--- src/dummy_end.sv ---
`timescale 1ns/10ps
`default_nettype none
`default_nettype wire

--- src/dbx_pkg.sv ---
// Package for the phase build-out and crystal trim block of the main timing loop.
// Assumes one synchronous clock domain shared with the reference monitors and the host port.
package dbx_pkg;

  // Master timing
  localparam int unsigned XO_FREQ_KHZ   = 12800;
  localparam int unsigned CLK_PERIOD_PS = 8000;

  // Sources and phase word widths
  localparam int unsigned REF_COUNT = 4;
  localparam int unsigned REF_W     = 2;
  localparam int unsigned PH_W      = 16;

  // Crystal trim register locations and reset value
  localparam logic        TRIM_LO_IDX = 1'b0;
  localparam logic        TRIM_HI_IDX = 1'b1;
  localparam logic [15:0] TRIM_RESET  = 16'h9999;
  localparam logic [15:0] TRIM_ZERO   = 16'h9999;
  localparam int unsigned TRIM_STEP_PPB_X1E4 = 196229;

  // Bandwidth settings
  localparam int unsigned BW_STEPS = 10;
  localparam logic [3:0]  BW_MAX   = 4'h9;

  // Temporary holdover measurement time
  localparam int unsigned MEAS_TIME_NS = 1000;
  localparam int unsigned MEAS_CYCLES  = (MEAS_TIME_NS * 1000 + CLK_PERIOD_PS - 1) / CLK_PERIOD_PS;
  localparam int unsigned MEAS_W       = 8;

  // Build-out modes
  typedef enum logic [1:0] {
    DBX_PBO_DISABLED,
    DBX_PBO_ENABLED,
    DBX_PBO_FROZEN
  } dbx_mode_t;

  typedef enum logic [1:0] {
    DBX_ACQUIRE,
    DBX_LOCKED,
    DBX_HOLDOVER
  } dbx_fsm_t;

  // Host byte port
  typedef struct packed {
    logic       wr;
    logic       addr;
    logic [7:0] wdata;
  } dbx_host_t;

  // Whole block state
  typedef struct packed {
    dbx_fsm_t          fsm;
    dbx_mode_t         mode;
    logic [REF_W-1:0]  sel;
    logic              sel_ok;
    logic [PH_W-1:0]   offset;
    logic [MEAS_W-1:0] meas_cnt;
    logic [15:0]       trim;
    logic [16:0]       freq_adj;
    logic [7:0]        rdata;
    logic [PH_W-1:0]   loop_phase;
    logic [3:0]        bw;
    logic              holdover;
    logic              event_p;
  } dbx_state_t;

endpackage

--- src/dbx_buildout.sv ---
// Phase build-out, reference switchover, automatic bandwidth and crystal trim of the main timing loop.
// Assumes reference valid flags, lock flag and phase error come from logic on the same clock.
`timescale 1ns/10ps
`default_nettype none

module dbx_buildout
  import dbx_pkg::*;
#(
  parameter int unsigned MEAS_LEN = MEAS_CYCLES
) (
  // Clock and reset
  input  wire logic                  clk,
  input  wire logic                  reset_n,
  // Host byte port
  input  wire dbx_host_t             host,
  output logic [7:0]                 host_rdata,
  // Build-out mode and bandwidth settings
  input  wire dbx_mode_t             pbo_mode_req,
  input  wire logic [3:0]            acq_bw,
  input  wire logic [3:0]            locked_bw,
  // Reference monitors and phase detector
  input  wire logic [REF_COUNT-1:0]  ref_valid,
  input  wire logic                  phase_locked,
  input  wire logic [PH_W-1:0]       phase_err,
  // Loop outputs
  output logic [REF_W-1:0]           ref_select,
  output logic                       ref_select_ok,
  output logic [PH_W-1:0]            loop_phase,
  output logic [PH_W-1:0]            pbo_offset,
  output logic                       temp_holdover,
  output logic                       pbo_event,
  output logic [3:0]                 active_bw,
  output logic [15:0]                crystal_trim,
  output logic [16:0]                freq_adjust,
  output var dbx_mode_t              pbo_mode
);

  localparam logic [MEAS_W-1:0] MEAS_LAST = MEAS_W'(MEAS_LEN - 1);

  dbx_state_t s_q;
  dbx_state_t s_d;

  // Lowest valid index wins; a lost selection drops out by its own valid flag
  function automatic logic [REF_W:0] next_ref(input logic [REF_COUNT-1:0] valid);
    logic [REF_W:0] r;
    r = '0;
    for (int i = REF_COUNT - 1; i >= 0; i--) begin
      if (valid[i]) begin
        r = {1'b1, REF_W'(i)};
      end
    end
    return r;
  endfunction

  // Clamp a bandwidth code to the available steps
  function automatic logic [3:0] bw_clamp(input logic [3:0] code);
    return (code > BW_MAX) ? BW_MAX : code;
  endfunction

  // Signed distance of a trim word from the zero-offset setting
  function automatic logic [16:0] trim_offset(input logic [15:0] word);
    return 17'({1'b0, word} - {1'b0, TRIM_ZERO});
  endfunction

  always_comb begin
    logic [REF_W:0] nxt;
    logic           lost;
    logic           trigger;
    nxt     = next_ref(ref_valid);
    lost    = !s_q.sel_ok || !ref_valid[s_q.sel];
    trigger = 1'b0;
    s_d         = s_q;
    s_d.event_p = 1'b0;

    // Two byte locations build one full-range unsigned trim word
    if (host.wr && host.addr == TRIM_LO_IDX) begin
      s_d.trim[7:0] = host.wdata;
    end else if (host.wr && host.addr == TRIM_HI_IDX) begin
      s_d.trim[15:8] = host.wdata;
    end

    // Read back the byte at the presented location
    if (host.addr == TRIM_HI_IDX) begin
      s_d.rdata = s_q.trim[15:8];
    end else begin
      s_d.rdata = s_q.trim[7:0];
    end

    // Signed offset in trim steps of 0.0196229 ppm each
    s_d.freq_adj = trim_offset(s_q.trim);

    // Mode changes; freeze only accepted from enabled
    case (pbo_mode_req)
      DBX_PBO_DISABLED: begin
        s_d.mode = DBX_PBO_DISABLED;
      end
      DBX_PBO_ENABLED: begin
        s_d.mode = DBX_PBO_ENABLED;
        // Enabling while locked starts a build-out as well
        if (s_q.mode == DBX_PBO_DISABLED && s_q.fsm == DBX_LOCKED) begin
          trigger = 1'b1;
        end
      end
      DBX_PBO_FROZEN: begin
        if (s_q.mode != DBX_PBO_DISABLED) begin
          s_d.mode = DBX_PBO_FROZEN;
        end
      end
      default: begin
        s_d.mode = s_q.mode;
      end
    endcase

    // Disabled mode carries no offset
    if (s_d.mode == DBX_PBO_DISABLED) begin
      s_d.offset = '0;
    end

    // Switch to the next priority source on loss
    if (lost && nxt[REF_W]) begin
      s_d.sel    = nxt[REF_W-1:0];
      s_d.sel_ok = 1'b1;
      trigger    = trigger || s_q.sel_ok;
    end else if (lost) begin
      s_d.sel_ok = 1'b0;
    end

    // Lock tracking and the temporary holdover measurement
    case (s_q.fsm)
      DBX_ACQUIRE: begin
        if (phase_locked && s_q.sel_ok) begin
          s_d.fsm = DBX_LOCKED;
        end
      end
      DBX_LOCKED: begin
        if (!phase_locked) begin
          s_d.fsm = DBX_ACQUIRE;
        end
      end
      DBX_HOLDOVER: begin
        // Measure the new input phase against the output
        if (s_q.meas_cnt == MEAS_LAST) begin
          // Offset taken only while still enabled
          if (s_d.mode == DBX_PBO_ENABLED) begin
            s_d.offset = phase_err;
          end
          s_d.holdover = 1'b0;
          s_d.fsm      = DBX_LOCKED;
        end else begin
          s_d.meas_cnt = s_q.meas_cnt + MEAS_W'(1);
        end
      end
      default: begin
        s_d.fsm = DBX_ACQUIRE;
      end
    endcase

    // Build-out only when enabled; frozen ignores events
    if (trigger && s_d.sel_ok && s_d.mode == DBX_PBO_ENABLED) begin
      s_d.event_p  = 1'b1;
      s_d.holdover = 1'b1;
      s_d.meas_cnt = '0;
      s_d.fsm      = DBX_HOLDOVER;
    end else if (trigger && s_d.mode == DBX_PBO_DISABLED) begin
      // Pull back to zero phase error; no measurement left hanging
      s_d.holdover = 1'b0;
      s_d.fsm      = DBX_ACQUIRE;
    end

    // Offset subtracted so the output holds its phase
    if (s_q.holdover) begin
      s_d.loop_phase = '0;
    end else begin
      s_d.loop_phase = PH_W'(phase_err - s_q.offset);
    end

    // Automatic acquisition or locked bandwidth
    if (s_q.fsm == DBX_LOCKED) begin
      s_d.bw = bw_clamp(locked_bw);
    end else begin
      s_d.bw = bw_clamp(acq_bw);
    end
  end

  // Everything timed from the oscillator-derived master clock
  always_ff @(posedge clk or negedge reset_n) begin
    if (!reset_n) begin
      s_q            <= '0;
      s_q.fsm        <= DBX_ACQUIRE;
      s_q.mode       <= DBX_PBO_ENABLED;
      s_q.trim       <= TRIM_RESET;
      s_q.rdata      <= TRIM_RESET[7:0];
    end else begin
      s_q <= s_d;
    end
  end

  assign host_rdata    = s_q.rdata;
  assign ref_select    = s_q.sel;
  assign ref_select_ok = s_q.sel_ok;
  assign loop_phase    = s_q.loop_phase;
  assign pbo_offset    = s_q.offset;
  assign temp_holdover = s_q.holdover;
  assign pbo_event     = s_q.event_p;
  assign active_bw     = s_q.bw;
  assign crystal_trim  = s_q.trim;
  assign freq_adjust   = s_q.freq_adj;
  assign pbo_mode      = s_q.mode;

endmodule

`default_nettype wire

--- config.mk ---
export PLATFORM = sky130hd
export DESIGN_NAME = dbx_buildout
export DESIGN_NICKNAME = d
export VERILOG_FILES = /design/src/dummy_end.sv /design/src/dbx_pkg.sv /design/src/dbx_buildout.sv
export SDC_FILE = /design/constraint.sdc
export NUM_CORES = 1
export LEC_CHECK = 0
export ABC_CLOCK_PERIOD_IN_PS = 3020
export BUFFER_PORTS_ARGS = -buffer_cell sky130_fd_sc_hd__buf_2
export CORE_MARGIN = 2
export CORE_UTILIZATION = 40
export CTS_BUF_LIST = sky130_fd_sc_hd__clkbuf_8
export CTS_CLUSTER_SIZE = 20
export DETAILED_ROUTE_END_ITERATION = 10
export HOLD_SLACK_MARGIN = 0.12
export PLACE_DENSITY = 0.62
export SLEW_MARGIN = 30
export SYNTH_ARGS = -nofsm -noshare
export SYNTH_HDL_FRONTEND = slang
export SYNTH_SLANG_ARGS = --single-unit
export TNS_END_PERCENT = 5
--- constraint.sdc ---
create_clock -name clk -period 3.02 [get_ports clk]
set_input_delay 0.302 -clock clk [delete_from_list [all_inputs] [get_ports clk]]
set_output_delay 0.302 -clock clk [all_outputs]
set_load 0.03 [all_outputs]
==> flow_summary.yaml <==
sta:
  setup_ws_ns: 0.744
  setup-tns-final_ns: 0
  setup_viol: 0
  worstMarginPinSlew_ns: 0.752
  rsz0062_at_grt: "false"
  min_period_ns: 2.28
  period_share_pct: 75.4
  maxSlewViolCount: 0
  hold_viol: 0
  slew_headroom_pct: 49.7
  hold_ws_ns: 0.149
  finClkSkew_ns: 0.0162
  fmax_mhz: 439
logic_synthesis:
  synth_nets: 569
  avgSynthCellArea_um2: 10.2
  yosys_register_bits: 94
  synth_ff_type: "dfrtp_1"
  netlist_instances: 507
  ys_types: 48
  synth_area_um2: 5190
  async_flop_share_pct: 100
  seq_area_frac_synth_pct: 45.7
  ys_warn_count: 0
  synth_edf_count: 0
power:
  power_density_nw_per_um2: 689
  power_leakage_nw: 2.70
  p_seq_share_pct: 43.0
  total_power_w: 0.00389
  swShare_pct: 39.0
  intPower_w: 0.00237
  irDropWorstVdd_mv: 0.385
  clockPowerShare_pct: 22.6
  p_sw_w: 0.00151
  combPwrFrac_pct: 34.4
placement:
  dp_hpwl_um: 7970
  routabilityCongestion: 0.896
  place_ws_ns: 0.728
  port_buffers: 126
worst_setup_path:
  critPathTopFamily: "simple AND/OR/NAND/NOR gates"
  rr_endpoint: "loop_phase[14]$_DFF_PN0_"
  critPathKind: "register to register"
  startpoint_type: "register"
  slowest_delay_ns: 0.47
  arrival_ns: 2.54
  r2r_cells: 7
  crit_chain: "inv_1 -> ha_1 -> a21oi_1 -> nor2b_1 -> or4_1 -> o22ai_1 -> mux2_2"
  cpMaxStageDelayCell: "or4_1"
  crit_fanout: 8
  r2r-start: "pbo_offset[11]$_DFF_PN0_"
  rrSetupSlack_ns: 0.74
  crit_buf_inv: 1
  critical_path.endpoint_type: "register"
  cp_data_required_time_ns: 3.29
layout:
  layout_common_cells: "125 x buf_2, 81 x dfrtp_1, 41 x nor2_1, 38 x mux2_2, 29 x nand2_1"
  area_growth_pct: 8.66
  drive_above_1_share_pct: 35.9
  nNetsFinal: 620
  mostFrequentLayoutCell: "buf_2"
  n_antenna_cell: 0
  fill_cells: 1217
floorplan:
  die_w_um: 118
  io_pins: 127
  row_count: 41
  design.die.area_um2: 13900
  die_h_um: 118
  start_util_pct: 41.1
  core_um2: 12600
clocking:
  htreeDepth: 3
  tritoncts: "yes"
  clockRootBuffer: "clkbuf_8"
  clockBufferDepth: 2
  insertion_delay_ns: 0.38
  numCtsBuffers: 9
  post_cts_buffers: 0
  clock_sinks: 94
  clkTransAtPathRegs_ns: 0.10
hold_path:
  hold_start: "pbo_mode_req[1]"
  holdPathEnd: "pbo_mode[0]$_DFF_PN1_"
  hold_path_depth: 2
  hold_class: "input pin to register"
route:
  vias: 3585
  wl_per_cell_um: 14.4
  drt_first_pass_iters: 4
  drcViolationCount: 0
  postRouteAntennaNets: 0
  via_per_inst: 4.88
  drt_iter0_drc: 135
  routed_wl_um: 10600
flow_run:
  maxCapViolCount: 0
global_route:
  grt_antenna_before_repair: 0
  grt_max_degree: 43
  grt_pass1_vias: 3571
  grt-ovfl-total: 0
  track_usage_pct: 15.9
  grt_pass1_wl_um: 17700
status:
  status: "complete, no violations"
==> how the worst max path moves through the flow <==
stage | end | slack [ns] | start | cells past startpoint
finish | loop_phase[14]$_DFF_PN0_ | 0.74 | pbo_offset[11]$_DFF_PN0_ | 7
CTS | loop_phase[14]$_DFF_PN0_ | 0.77 | pbo_offset[11]$_DFF_PN0_ | 7
floorplan | loop_phase[14]$_DFF_PN0_ | 0.92 | pbo_offset[11]$_DFF_PN0_ | 7
global route | loop_phase[14]$_DFF_PN0_ | 0.62 | pbo_offset[11]$_DFF_PN0_ | 7
global placement | loop_phase[14]$_DFF_PN0_ | 0.78 | phase_err[11] | 7
detailed placement | loop_phase[14]$_DFF_PN0_ | 0.73 | phase_err[11] | 7
==> cells by family after synthesis <==
kind of cell,Yosys count,share of synthesized area [%]
AO/OA/AOI/OAI,80,9.70
XOR/XNOR,24,4.05
buffers and inverters,119,14.5
flip-flops,94,45.7
multiplexers,40,8.88
AND/OR/NAND/NOR,131,12.4
adder cells (fa/ha/maj),19,4.73
==> per-stage QoR <==
stage	instances	area, µm²	utilization (%)
floorplan	507	5190	-
global placement	718	5420	43.0
detailed placement	718	5420	43.0
CTS	735	5640	44.7
global route	735	5640	44.7
finish	735	5640	44.7
==> Yosys cell counts, types with 2 or more instances <==
master | n | area share, %
nor2_1 | 41 | 3.0
and3_1 | 3 | 0.36
nand4_1 | 3 | 0.36
nand3b_1 | 4 | 0.58
clkbuf_1 | 8 | 0.58
o21ai_0 | 23 | 2.2
a211oi_1 | 5 | 0.72
xnor2_1 | 12 | 2.0
or3_1 | 2 | 0.24
and4_1 | 2 | 0.34
nand2b_1 | 10 | 1.2
a31oi_1 | 2 | 0.24
a21o_1 | 4 | 0.58
mux2_2 | 38 | 8.2
nand2_1 | 29 | 2.1
xor2_1 | 12 | 2.0
o21bai_1 | 2 | 0.29
nor3_1 | 14 | 1.4
nand3_1 | 5 | 0.48
a21oi_1 | 20 | 1.9
ha_1 | 18 | 4.3
inv_1 | 27 | 2.0
o211ai_1 | 4 | 0.58
nor3b_1 | 3 | 0.43
dfstp_2 | 13 | 6.6
a311o_1 | 3 | 0.58
nor2b_1 | 9 | 1.1
o21a_1 | 7 | 1.0
buf_2 | 3 | 0.29
dfrtp_1 | 81 | 39
a21boi_0 | 3 | 0.43
buf_4 | 81 | 12
==> power groups by stage <==
stage                     clock network (W)  registers (W)  logic (W)
after global placement                    0        0.00169    0.00133
after floorplan                           0        0.00167    0.00122
after CTS                          0.000908        0.00168    0.00135
final                              0.000878        0.00167    0.00133
after detailed placement                  0        0.00170    0.00135
after global routing               0.000957        0.00171    0.00144
==> sequential cells by signal, summed over array words and instances (netlist names) <==
signal and count:
pbo_event 1, s_q 10, crystal_trim 16, pbo_mode 2, freq_adjust 17, ref_select_ok 1
host_rdata 8, loop_phase 16, ref_select 2, active_bw 4, pbo_offset 16, temp_holdover 1
==> layout make-up <==
| type | instances | area, µm² | share of cell area, % |
|---|---|---|---|
| flip-flops and latches | 94 | 2370 | 42.0 |
| multi-input cells | 294 | 2060 | 36.6 |
| repair buffers | 132 | 681 | 12.1 |
| well taps | 172 | 215 | 3.82 |
| clock buffers | 10 | 138 | 2.44 |
| inverters | 27 | 101 | 1.80 |
| clock inverters | 6 | 68.8 | 1.22 |
==> what timing repair did <==
item	4_1_cts	5_1_grt
endpoints found under the hold margin	31	0
setup endpoints to repair	0	0
resized for setup	0	0
hold buffers	1	0
==> per-layer routing <==
layer,vias up,wire [µm],global-route usage (%)
met5,-,0,0
met4,0,190,6.33
met3,15,478,3.78
met2,86,5360,27.3
met1,1749,4550,19.1
li1,1735,-,-
(Power assumes the default switching activity.)
